**src/rtl/reset_strap_pkg.sv**
```systemverilog
// Constants, field layout and state type for the reset strap sampler.
// Assumes a single platform clock and word-aligned Avalon-MM byte addresses.
package reset_strap_pkg;
  // Strap field layout
  localparam int          STRAP_W       = 16;
  localparam int          PORT_W        = 3;
  localparam int          PORT_LSB      = 0;
  localparam int          PLAT_PLL_LSB  = 3;
  localparam int          PLAT_PLL_W    = 4;
  localparam int          CORE_PLL_LSB  = 7;
  localparam int          CORE_PLL_W    = 4;
  // Pins with a gated pull-up; both PLL ratio fields have none
  localparam logic [15:0] PULLUP_MASK   = 16'hf807;
  localparam logic [15:0] STRAP_RST     = 16'hffff;

  // Register map, byte addresses
  localparam int          ADDR_W        = 4;
  localparam logic [3:0]  OFS_DISABLE   = 4'h0;
  localparam logic [3:0]  OFS_STRAPS    = 4'h4;
  localparam logic [3:0]  OFS_STATUS    = 4'h8;
  localparam logic [2:0]  DISABLE_RST   = 3'h0;
  localparam int          STAT_RUN_BIT  = 8;

  // Platform clocks the pull-up stays on after hard reset release
  localparam int          CNT_W         = 3;
  localparam logic [2:0]  PULL_HOLD_CLKS = 3'h4;

  typedef enum logic [1:0] {
    ST_RESET,
    ST_HOLD,
    ST_RUN
  } sampler_state_type;
endpackage

```
**src/rtl/strap_pin_mux.sv**
```systemverilog
// Output side of the multiplexed strap pins.
// Assumes the sampler decides when the pins may be driven.
`timescale 1ns/1ns
module strap_pin_mux (
  input  wire logic        i_mclk,
  input  wire logic        i_sys_rst,
  input  wire logic        i_drive_en,
  input  wire logic [15:0] i_func_out,
  output logic      [15:0] o_strap_out,
  output logic      [15:0] o_strap_oe_n
);
  logic [15:0] out_ff;

  // Normal function value, registered toward the pad
  always_ff @(posedge i_mclk) begin
    if (i_sys_rst) begin
      out_ff <= 16'h0000;
    end else begin
      out_ff <= i_func_out;
    end
  end

  assign o_strap_out  = out_ff;
  // Driver released whenever the pins act as strap inputs
  assign o_strap_oe_n = {16{~i_drive_en}};
endmodule // strap_pin_mux

```
**src/rtl/reset_strap_sampler.sv**
```systemverilog
// Strap sampler: pin control, configuration latch, port gating and
// Avalon-MM register slave. Assumes the hard reset pin and the strap
// pins are synchronous to i_mclk and the pads resolve the tristate.
//
// Local design decisions: register access over Avalon-MM and the register offsets.
`timescale 1ns/1ns
module reset_strap_sampler (
  input  wire logic        i_mclk,
  input  wire logic        i_sys_rst,
  input  wire logic        i_hard_reset_in_n,
  input  wire logic [15:0] i_strap_pin,
  input  wire logic [15:0] i_func_out,
  output logic      [15:0] o_strap_out,
  output logic      [15:0] o_strap_oe_n,
  output logic             o_rx_en,
  output logic      [15:0] o_pullup_en,
  output logic      [15:0] o_cfg_straps,
  output logic      [2:0]  o_port_active,
  input  wire logic [3:0]  i_avs_address,
  input  wire logic        i_avs_read,
  input  wire logic        i_avs_write,
  input  wire logic [31:0] i_avs_writedata,
  input  wire logic [3:0]  i_avs_byteenable,
  output logic      [31:0] o_avs_readdata,
  output logic             o_avs_waitrequest
);
  reset_strap_pkg::sampler_state_type state_ff;
  reset_strap_pkg::sampler_state_type nxt_state;
  logic [2:0]  hold_cnt_ff;
  logic [15:0] straps_ff;
  logic [2:0]  disable_ff;
  logic        ack_ff;
  logic [31:0] rdata_ff;
  logic        drive_en;
  logic        in_hold;
  logic        in_run;
  logic        accept;

  // Port active when the strap enables it and software does not disable it
  function automatic logic [2:0] port_gate(input logic [15:0] straps,
                                           input logic [2:0]  dis);
    port_gate = straps[reset_strap_pkg::PORT_LSB +: reset_strap_pkg::PORT_W]
                & ~dis;
  endfunction

  // Sampler sequence
  always_comb begin
    nxt_state = state_ff;
    unique case (state_ff)
      reset_strap_pkg::ST_RESET: begin
        if (i_hard_reset_in_n) begin
          nxt_state = reset_strap_pkg::ST_HOLD;
        end
      end
      reset_strap_pkg::ST_HOLD: begin
        if (!i_hard_reset_in_n) begin
          nxt_state = reset_strap_pkg::ST_RESET;
        end else if (hold_cnt_ff
                     == reset_strap_pkg::PULL_HOLD_CLKS - 3'h1) begin
          nxt_state = reset_strap_pkg::ST_RUN;
        end
      end
      reset_strap_pkg::ST_RUN: begin
        if (!i_hard_reset_in_n) begin
          nxt_state = reset_strap_pkg::ST_RESET;
        end
      end
    endcase
  end

  always_ff @(posedge i_mclk) begin
    if (i_sys_rst) begin
      state_ff <= reset_strap_pkg::ST_RESET;
    end else begin
      state_ff <= nxt_state;
    end
  end

  // Pull-up hold counter
  always_ff @(posedge i_mclk) begin
    if (i_sys_rst) begin
      hold_cnt_ff <= 3'h0;
    end else if (state_ff == reset_strap_pkg::ST_HOLD) begin
      hold_cnt_ff <= hold_cnt_ff + 3'h1;
    end else begin
      hold_cnt_ff <= 3'h0;
    end
  end

  // Configuration latch, loaded only at the release edge
  always_ff @(posedge i_mclk) begin
    if (i_sys_rst) begin
      straps_ff <= reset_strap_pkg::STRAP_RST;
    end else if (state_ff == reset_strap_pkg::ST_RESET
                 && i_hard_reset_in_n) begin
      straps_ff <= i_strap_pin;
    end
  end

  assign in_hold  = (state_ff == reset_strap_pkg::ST_HOLD);
  assign in_run   = (state_ff == reset_strap_pkg::ST_RUN);
  // Pins driven only after the hold, never while hard reset is low
  assign drive_en = in_run && i_hard_reset_in_n;
  assign o_rx_en  = ~drive_en;
  // Pull-ups only on pins that have one, and only while receiving
  assign o_pullup_en = drive_en ? 16'h0000
                       : reset_strap_pkg::PULLUP_MASK;
  assign o_cfg_straps  = straps_ff;
  assign o_port_active = port_gate(straps_ff, disable_ff);

  strap_pin_mux u_pin_mux (
    .i_mclk       (i_mclk),
    .i_sys_rst    (i_sys_rst),
    .i_drive_en   (drive_en),
    .i_func_out   (i_func_out),
    .o_strap_out  (o_strap_out),
    .o_strap_oe_n (o_strap_oe_n)
  );

  // Avalon-MM slave: one wait state, then the answer
  assign accept            = (i_avs_read || i_avs_write) && ack_ff;
  assign o_avs_waitrequest = (i_avs_read || i_avs_write) && !ack_ff;
  assign o_avs_readdata    = rdata_ff;

  always_ff @(posedge i_mclk) begin
    if (i_sys_rst) begin
      ack_ff <= 1'b0;
    end else begin
      ack_ff <= (i_avs_read || i_avs_write) && !ack_ff;
    end
  end

  always_ff @(posedge i_mclk) begin
    if (i_sys_rst) begin
      rdata_ff <= 32'h0000_0000;
    end else if (i_avs_read && !ack_ff) begin
      unique case (i_avs_address)
        reset_strap_pkg::OFS_DISABLE: rdata_ff <= {29'h0, disable_ff};
        reset_strap_pkg::OFS_STRAPS:  rdata_ff <= {16'h0, straps_ff};
        reset_strap_pkg::OFS_STATUS: begin
          rdata_ff <= {23'h0, in_run, 5'h0, port_gate(straps_ff, disable_ff)};
        end
        default: rdata_ff <= 32'h0000_0000;
      endcase
    end
  end

  // Software disable register
  always_ff @(posedge i_mclk) begin
    if (i_sys_rst) begin
      disable_ff <= reset_strap_pkg::DISABLE_RST;
    end else if (accept && i_avs_write && i_avs_byteenable[0]
                 && i_avs_address == reset_strap_pkg::OFS_DISABLE) begin
      disable_ff <= i_avs_writedata[2:0];
    end
  end
endmodule // reset_strap_sampler

```
**config.mk**
```make
export PLATFORM = sky130hd
export DESIGN_NAME = reset_strap_sampler
export DESIGN_NICKNAME = d
export VERILOG_FILES = /design/src/rtl/reset_strap_pkg.sv /design/src/rtl/strap_pin_mux.sv /design/src/rtl/reset_strap_sampler.sv
export SDC_FILE = /design/constraint.sdc
export NUM_CORES = 1
export LEC_CHECK = 0
export ABC_AREA = 1
export BUFFER_PORTS_ARGS = -buffer_cell sky130_fd_sc_hd__buf_2
export CAP_MARGIN = 25
export CELL_PAD_IN_SITES_DETAIL_PLACEMENT = 0
export CELL_PAD_IN_SITES_GLOBAL_PLACEMENT = 1
export CORE_ASPECT_RATIO = 2
export CORE_MARGIN = 2
export CORE_UTILIZATION = 27
export DETAILED_ROUTE_END_ITERATION = 7
export HOLD_SLACK_MARGIN = 0.1
export PLACE_DENSITY = 0.92
export SLEW_MARGIN = 30
export SYNTH_ARGS = -nofsm -noshare
export SYNTH_HDL_FRONTEND = slang
export SYNTH_SLANG_ARGS = --single-unit
```
**constraint.sdc**
```tcl
create_clock -name i_mclk -period 1.9 [get_ports i_mclk]
set_clock_uncertainty 0.2 [all_clocks]
set_input_delay 0.19 -clock i_mclk [delete_from_list [all_inputs] [get_ports i_mclk]]
set_output_delay 0.19 -clock i_mclk [all_outputs]
set_load 0.005 [all_outputs]
```
# Word level (Yosys, flattened, before mapping)
# Index checks and enable logic that the tools add are counted.
[classes]
addsub = 1
n_eq_ne = 8
n_mux = 7
bitwise_logic = 4
reduce_logical = 14
[ops]
columns = ["operator", "n"]
rows = [
  ["16-bit one-hot mux with 3 select lines", 1],
  ["16-bit two-way mux", 1],
  ["1-bit logical AND", 8],
  ["2-bit two-way mux", 4],
  ["2-bit one-hot mux with 3 select lines", 1],
  ["4-bit by 3-bit == test with 1-bit output, second input constant", 1],
  ["4-bit == test, second input constant", 1],
  ["4-bit zero test", 1],
  ["2-bit inequality test, second input constant", 2],
  ["3-bit by 1-bit adder with 3-bit output, second input constant", 1],
  ["3-bit AND", 1],
  ["3-bit by 2-bit == test with 1-bit output, second input constant", 1],
  ["3-bit by 2-bit inequality test with 1-bit output, second input constant", 1],
  ["3-bit NOT", 1],
  ["3-bit AND reduction", 1],
  ["2-bit by 1-bit == test with 1-bit output, second input constant", 1],
  ["2-bit == test, second input constant", 1],
  ["2-bit zero test", 1],
  ["1-bit NOT", 2],
  ["2-bit OR reduction", 1],
  ["1-bit zero test", 1],
  ["1-bit logical OR", 1],
]
[word_totals]
ff_bits = 73
input_bits = 77
out_inout_bits = 101
elab_cells = 41

# Longest topological paths before layout
# Gate-level depths: netlist (run 1).
[depth]
depth_word = 5
ltp_mapped = 7

# Modules after synthesis
# Synthesis (run 1) repeated with hierarchy kept, for this count alone.
[hier_totals]
hier_cells = 318
hier_area_um2 = 2583.7
[by_module_without_submodules]
columns = ["module", "instances", "cells_each", "area_each_um2", "seq_area_each_um2"]
rows = [
  ["reset_strap_sampler", 1, 252, 1993.2, 820.8],
  ["strap_pin_mux", 1, 66, 590.6, 320.3],
]

# Worst setup path after synthesis (run 1)
# Ideal clock, no wire load.
[synth_timing]
kind = "reg2reg"
startpoint = "register state_ff[0]"
endpoint = "register state_ff[0]"
arrival_time_ps = 1436
required_ps = 1586
setup_slack_ps = 150
path_stages_with_launch = 7
path_buffers = 0
period_less_slack_ps = 1750
cell_sequence = "dfxtp_1 -> inv_1 -> ha_1 -> nand2_1 -> o211ai_1 -> nor2_1 -> nor2_1"
[synth_via]
elab_chain_len = 3
elab_cells_between_ends = 8
cone_classes = "5 x eq/ne; 1 x mux; 2 x reduce/logical"
[synth_lines]
columns = ["element", "line_no", "source"]
rows = [
  ["start: declaration", "reset_strap_sampler.sv:27", "reset_strap_pkg::sampler_state_type state_ff;"],
  ["start signal: assignment", "reset_strap_sampler.sv:73", "state_ff <= reset_strap_pkg::ST_RESET;"],
  ["start signal: assignment", "reset_strap_sampler.sv:75", "state_ff <= nxt_state;"],
  ["2-bit by 1-bit == test with 1-bit output (tied with other cells)", "reset_strap_sampler.sv:49", "unique case (state_ff)"],
  ["3-bit by 2-bit inequality test with 1-bit output (no source line) or 2-bit inequality test (tied branches)", "n/a", ""],
  ["3-bit AND reduction (no source line)", "n/a", ""],
]
# Several ways; a longest one is shown, not always the timed one.
# A chain may end at the register's enable or synchronous reset.

# Worst setup path in the final report (run 1)
[layout_timing]
startpoint = "register state_ff[0]"
endpoint = "output port o_pullup_en[0]"
[layout_via]
elab_chain_len = 3
[layout_lines]
columns = ["element", "line_no", "source"]
rows = [
  ["2-bit == test", "reset_strap_sampler.sv:101", "assign in_run = (state_ff == reset_strap_pkg::ST_RUN);"],
  ["1-bit logical AND", "reset_strap_sampler.sv:103", "assign drive_en = in_run && i_hard_reset_in_n;"],
  ["16-bit two-way mux", "reset_strap_sampler.sv:106", "assign o_pullup_en = drive_en ? 16'h0000"],
  ["end: declaration", "reset_strap_sampler.sv:16", "output logic [15:0] o_pullup_en,"],
]
# Every way passes these cells.

==> flow_metrics.env, run 1 <==
export IMPL_numCtsBuffers=9
export IMPL_cp_arrival_ns=1.36
export IMPL_critPathTopFamily="buffers and inverters"
export IMPL_powerDensity_mw_per_mm2=900
export IMPL_crit_fanout=27
export IMPL_place_hpwl_um=4570
export IMPL_grt_pass1_vias=2189
export IMPL_cp_start_kind="register"
export IMPL_hold_class="input pin to register"
export IMPL_slew_limit_headroom=0.645
export IMPL_synth_cell_types=22
export IMPL_grt_overflow=0
export IMPL_diodes=0
export IMPL_wl_per_cell_um=11.5
export IMPL_grt_use_total=0.133
export IMPL_post_cts_resized=0
export IMPL_vdd_ir_drop_max_mv=0.441
export IMPL_grt_first_pass_wirelength_um=10200
export IMPL_ys_seq_elements=57
export IMPL_vias=2397
export IMPL_final_common_cell="buf_2"
export IMPL_final_nets=536
export IMPL_final_antenna_net_count=0
export IMPL_synthesis_area_sq_mm=0.00248
export IMPL_placementRows=49
export IMPL_cts_root_buf="clkbuf_16"
export IMPL_p_leak_nw=1.79
export IMPL_final_hold_viol_count=0
export IMPL_io_pins=178
export IMPL_cts_sinks=57
export IMPL_die_h_um=140
export IMPL_end_kind="primary output"
export IMPL_die_area_sq_mm=0.0100
export IMPL_path_clk_slew_ns=0.05
export IMPL_mostFrequentLayoutCells="buf_2 (121), nand2_1 (57), dfxtp_1 (57), dlygate4sd3_1 (38), nor2_1 (32)"
export IMPL_htreeDepth=3
export IMPL_power_mw=3.20
export IMPL_ys_warn_count=0
export IMPL_drt_pre_antenna_iters=4
export IMPL_period_share=0.922
export IMPL_fmax_mhz=571
export IMPL_holdPathStages=4
export IMPL_clk_path_buf_depth=2
export IMPL_routed_wl_um=6480
export IMPL_slew_violations=0
export IMPL_stdcell_area_sq_mm=0.00356
export IMPL_place_area_sq_mm=0.00290
export IMPL_min_from="i_avs_byteenable[0]"
export IMPL_core_sq_mm=0.00895
export IMPL_tns_ns=0
export IMPL_critPathLaunch="state_ff[0]$_SDFFE_PP0P_"
export IMPL_post_place_cells=507
export IMPL_synthesis_instances=317
export IMPL_rr_worst_depth=8
export IMPL_drt_initial_drc_count=76
export IMPL_drive_above_1_share=0.318
export IMPL_crit_buf_inv=3
export IMPL_setup_worst_path_class="register to primary output"
export IMPL_cp_required_ns=1.51
export IMPL_crit_path_top_delay_cell="dfxtp_1"
export IMPL_cp_cell_sequence="inv_1 > ha_1 > nand2_1 > buf_4 > buf_2"
export IMPL_avgSynthCellArea_sq_um=7.83
export IMPL_worst_pin_slew_ns=0.532
export IMPL_grt_max_degree=34
export IMPL_worst_path_stages=5
export IMPL_antenna_found_initial=0
export IMPL_clk_latency_ns=0.32
export IMPL_fill_cells=892
export IMPL_maxCapViolCount=0
export IMPL_rsz0062_at_grt="false"
export IMPL_io_buffer_count=121
export IMPL_start_util=0.277
export IMPL_viasPerCell=4.27
export IMPL_post_cts_buffers=0
export IMPL_ys_seq_area_frac=0.459
export IMPL_cp_slowest_stage_delay_ns=0.32
export IMPL_drc=0
export IMPL_timing_rr_start="state_ff[0]$_SDFFE_PP0P_"
export IMPL_run_status="completed"
export IMPL_cts_tree="built"
export IMPL_syn_to_final_growth_pct=43.3
export IMPL_setup_violations=0
export IMPL_layout_cells_non_filler=561
export IMPL_min_period_ns=1.75
export IMPL_finalWeightedCongestion=0.774
export IMPL_die_x_um=71.8
-- through the flow --
| stage | setup WS (ns) | hold WS [ns] | util |
|---|---|---|---|
| final | 0.149 | 0.102 | 0.398 |
| after floorplan | 0.150 | 0.0591 | - |
| after detailed placement | 0.337 | 0.193 | 0.324 |
| after global routing | 0.0350 | 0.148 | 0.398 |
| after CTS | 0.111 | 0.104 | 0.398 |
| after global placement | 0.384 | 0.187 | 0.324 |
-- logic make-up (layout without fill, tap and decap cells) --
family                   Yosys count  in the layout  share of synthesized area
buffers and inverters             91            210                      0.221
other                              1             24                    0.00151
AND/OR/NAND/NOR                  127            127                      0.217
flip-flops                        57             57                      0.459
AO/OA/AOI/OAI                     36             36                     0.0766
adder cells (fa/ha/maj)            5              5                     0.0252
-- flip-flops by register name, indices dropped and copies added (netlist names) --
name	cells
ack_ff	1
disable_ff	3
hold_cnt_ff	3
o_avs_readdata	16
o_cfg_straps	16
state_ff	2
u_pin_mux.o_strap_out	16
-- cell type report --
type,instances,area [sq um],share of cell area
sequential,57,1140,0.321
timing repair buffer,163,1020,0.285
multi-input combinational,192,883,0.248
clock buffer,13,260,0.0731
tap,102,128,0.0359
inverter,31,116,0.0327
clock inverter,3,15.0,0.00422
-- cell usage after synthesis --
| library cell | instances | area (sq um) |
|---|---|---|
| nor3_1 | 4 | 20.0 |
| nor2_4 | 1 | 11.3 |
| nor2_2 | 1 | 6.26 |
| nand4_1 | 1 | 6.26 |
| buf_2 | 3 | 15.0 |
| clkbuf_1 | 4 | 15.0 |
| buf_1 | 1 | 3.75 |
| inv_2 | 3 | 11.3 |
| a21oi_1 | 17 | 85.1 |
| nand3_1 | 28 | 140 |
| conb_1 | 1 | 3.75 |
| o21ai_0 | 15 | 75.1 |
| buf_4 | 50 | 375 |
| nand2_1 | 57 | 214 |
| ha_1 | 5 | 62.6 |
| dfxtp_1 | 57 | 1140 |
| and2_4 | 1 | 8.76 |
| nor2_1 | 33 | 124 |
| inv_1 | 28 | 105 |
| nand3b_1 | 1 | 7.51 |
| o211ai_1 | 4 | 30.0 |
| buf_6 | 2 | 22.5 |
-- tightest hold or removal path, stage by stage --
cell	delay, ns
buf_2	0.09
nand3_1	0.14
nor3_1	0.07
nor2_1	0.09
-- layer usage --
metal,vias up,track usage,part of all wire
met4,0,0.0874,0.043
met2,111,0.240,0.55
met5,-,0,0
met1,1070,0.129,0.35
li1,1197,-,-
met3,19,0.0319,0.060
-- report_power, final --
group | total (mW) | switching (mW) | internal [mW]
Clock | 1.46 | 0.514 | 0.944
Combinational | 0.421 | 0.219 | 0.202
Sequential | 1.32 | 0.0439 | 1.28
Total | 3.20 | 0.777 | 2.43
-- worst paths after layout --
kind	to	slack, ns
max	o_pullup_en[0]	0.15
max reg2reg	state_ff[0]$_SDFFE_PP0P_	0.35
min reg2reg	hold_cnt_ff[0]$_SDFF_PP0_	0.23
min	disable_ff[0]$_SDFFE_PP0P_	0.10
-- what timing repair did --
action	4_1_cts	5_1_grt
hold endpoints to repair	37	0
hold buffers	38	0
setup endpoints to repair	0	0
Power figures use the tool's default switching activity.
==> run 2, diff against run 1 <==
--- a/config.mk
+++ b/config.mk
@@ -12,11 +12,12 @@
 export CELL_PAD_IN_SITES_GLOBAL_PLACEMENT = 1
 export CORE_ASPECT_RATIO = 2
 export CORE_MARGIN = 2
-export CORE_UTILIZATION = 27
+export CORE_UTILIZATION = 28
 export DETAILED_ROUTE_END_ITERATION = 7
-export HOLD_SLACK_MARGIN = 0.1
+export HOLD_SLACK_MARGIN = 0.05
 export PLACE_DENSITY = 0.92
 export SLEW_MARGIN = 30
 export SYNTH_ARGS = -nofsm -noshare
 export SYNTH_HDL_FRONTEND = slang
+export SYNTH_HIERARCHICAL = 1
 export SYNTH_SLANG_ARGS = --single-unit
==> run 2 against run 1 <==
Against the previous run: area after synthesis rose by 4.0%; die area grew 0.30%; register-to-register slack got worse by 0.02 ns; global-route usage increased by 1.3 points; first-iteration DRC count down 1.3%; maximum frequency down 1.1%; design area increased by 6.5%; utilization increased by 2.3 points; non-clock buffer count up 9; sequential cell count unchanged; largest power group unchanged; highest routed layer unchanged.
==> flow_metrics.env, run 2 <==
export IMPL_io_buffer_count=121
export IMPL_grt_first_pass_wirelength_um=11200
export IMPL_final_common_cell="buf_2"
export IMPL_synthesis_instances=318
export IMPL_synth_most_common_cell="nand2_1"
export IMPL_holdPathStages=4
export IMPL_drt_pre_antenna_iters=4
export IMPL_hold_class="input pin to register"
export IMPL_htreeDepth=3
export IMPL_synth_ff_type="dfxtp_1"
export IMPL_vdd_ir_drop_max_mv=0.535
export IMPL_die_area_sq_mm=0.0101
export IMPL_placementRows=49
export IMPL_grt_max_degree=24
export IMPL_die_x_um=71.9
export IMPL_cp_start_kind="register"
export IMPL_grt_pass1_vias=2403
export IMPL_setup_worst_path_class="register to primary output"
export IMPL_place_hpwl_um=4740
export IMPL_path_clk_slew_ns=0.05
export IMPL_yosysTopAreaCellShare=0.442
export IMPL_die_h_um=140
export IMPL_finalWeightedCongestion=0.854
export IMPL_ys_seq_elements=57
export IMPL_synth_cell_types=26
export IMPL_end_kind="primary output"
export IMPL_maxCapViolCount=0
export IMPL_cp_required_ns=1.51
export IMPL_pre_cts_ws_ns=0.318
export IMPL_p_leak_nw=1.88
export IMPL_critPathLaunch="state_ff[0]$_SDFFE_PP0P_"
export IMPL_min_from="i_avs_byteenable[0]"
export IMPL_grt_overflow=0
export IMPL_setup_violations=0
export IMPL_final_antenna_net_count=0
export IMPL_cp_arrival_ns=1.38
export IMPL_ys_seq_area_frac=0.442
export IMPL_final_hold_viol_count=0
export IMPL_numCtsBuffers=9
export IMPL_ys_top_cells_by_count="nand2_1 (59), dfxtp_1 (57), buf_4 (49), inv_1 (30), nor2_1 (29)"
export IMPL_mostFrequentLayoutCells="buf_2 (121), nand2_1 (59), dfxtp_1 (57), dlygate4sd3_1 (46)"
export IMPL_crit_fanout=16
export IMPL_rsz0062_at_grt="false"
export IMPL_final_nets=548
export IMPL_io_pins=178
export IMPL_avgSynthCellArea_sq_um=8.12
export IMPL_rr_worst_depth=7
export IMPL_wl_per_cell_um=12.2
export IMPL_grt_use_total=0.146
export IMPL_run_status="completed"
export IMPL_fmax_mhz=565
export IMPL_syn_to_final_growth_pct=46.8
export IMPL_clk_path_buf_depth=2
export IMPL_slew_violations=0
export IMPL_cts_sinks=57
export IMPL_tns_ns=0
export IMPL_antenna_found_initial=0
export IMPL_hold_end="disable_ff[0]$_SDFFE_PP0P_"
export IMPL_clk_latency_ns=0.32
export IMPL_synth_area_leaders="dfxtp_1 (44%), buf_4 (14%), nand2_1 (8.6%)"
export IMPL_synth_edf_count=0
export IMPL_drt_initial_drc_count=75
export IMPL_ys_async_sr_fraction=0
export IMPL_reg2reg_slack_ns=0.33
export IMPL_timing_rr_start="state_ff[0]$_SDFFE_PP0P_"
export IMPL_regToRegEndpoint="state_ff[1]$_SDFFE_PP0P_"
export IMPL_routed_wl_um=6990
export IMPL_period_share=0.932
export IMPL_powerDensity_mw_per_mm2=915
export IMPL_vias=2464
export IMPL_start_util=0.287
export IMPL_drive_above_1_share=0.369
export IMPL_synth_top_cell_by_area="dfxtp_1"
export IMPL_ys_warn_count=6
export IMPL_fin_ws_ns=0.129
export IMPL_fill_cells=899
export IMPL_cts_tree="built"
export IMPL_min_period_ns=1.77
export IMPL_diodes=0
export IMPL_cts_root_buf="clkbuf_16"
export IMPL_drc=0
export IMPL_synthesis_area_sq_mm=0.00258
export IMPL_viasPerCell=4.30
export IMPL_core_sq_mm=0.00901
run 2: changes by cell type in the layout (fill, tap and decap cells not counted), moves of 2 or more:
cell           before  now
inv_4               0    2
bufinv_16           0    2
a21oi_2             0   10
a21oi_1            17    7
nand2_2             0   11
dlygate4sd3_1      38   46
o21ai_0            15    3
nand2_1            57   59
clkbuf_1            2    0
nor2_2              2    4
nor2_1             32   29
run 2: worst max-delay path by stage:
stage,endpoint,cells after the start
2_1_floorplan,o_strap_oe_n[10],6
3_3_place_gp,o_strap_oe_n[6],6
3_5_place_dp,o_strap_oe_n[2],6
4_1_cts,o_strap_oe_n[2],6
5_1_grt,o_strap_oe_n[10],6
6_report,o_strap_oe_n[6],6
run 2: timing repair:
| action | CTS | global route |
|---|---|---|
| setup buffers | 0 | 0 |
| cloned | 0 | 0 |
| hold buffers | 46 | 0 |
| hold endpoints to repair | 40 | 0 |
| gates resized for setup | 1 | 1 |
| endpoints found under the setup margin | 16 | 16 |
run 2: cells by family after synthesis:
| logic type | Yosys count | synth area share |
|---|---|---|
| simple gates | 140 | 0.248 |
| buf+inv | 91 | 0.220 |
| flops | 57 | 0.442 |
| compound gates | 24 | 0.0649 |
| fa+ha+maj | 5 | 0.0242 |
| other cells | 1 | 0.00145 |
run 2: per-stage QoR:
stage	std cells	utilization	area (sq um)	power [mW]	hold WS [ns]
finish	573	0.421	3790	3.47	0.0969
CTS	573	0.421	3790	3.52	0.0793
global placement	511	0.333	3000	1.66	0.190
global route	573	0.421	3790	3.64	0.126
floorplan	341	-	2670	1.55	0.0970
detailed placement	511	0.333	3000	1.67	0.195
run 2: final cells by class:
class                      count  area, sq um  share of cell area
timing repair buffer         172         1100               0.291
tap                          102          128              0.0337
sequential                    57         1140               0.301
multi-input combinational    193          961               0.253
clock buffer                  11          253              0.0666
inverter                      33          129              0.0340
clock inverter                 5         77.6              0.0205
run 2: where the power goes:
| group | internal (mW) | total [mW] | leakage (nW) | switching, mW |
|---|---|---|---|---|
| clock network | 1.21 | 1.75 | 0.162 | 0.541 |
| logic | 0.200 | 0.412 | 1.25 | 0.213 |
| registers | 1.26 | 1.31 | 0.469 | 0.0425 |
run 2: critical path, stage by stage (launching register included):
cell and delay (ns):
dfxtp_1 0.34, inv_1 0.08, ha_1 0.25, nand2_1 0.09
inv_1 0.06, inv_4 0.10, buf_2 0.13
run 2: per-layer routing:
metal	GRT usage	vias up	part of all wire
met2	0.273	131	0.55
met4	0.0794	0	0.032
met1	0.137	1108	0.35
met5	0	-	0
met3	0.0420	15	0.071
li1	-	1210	-
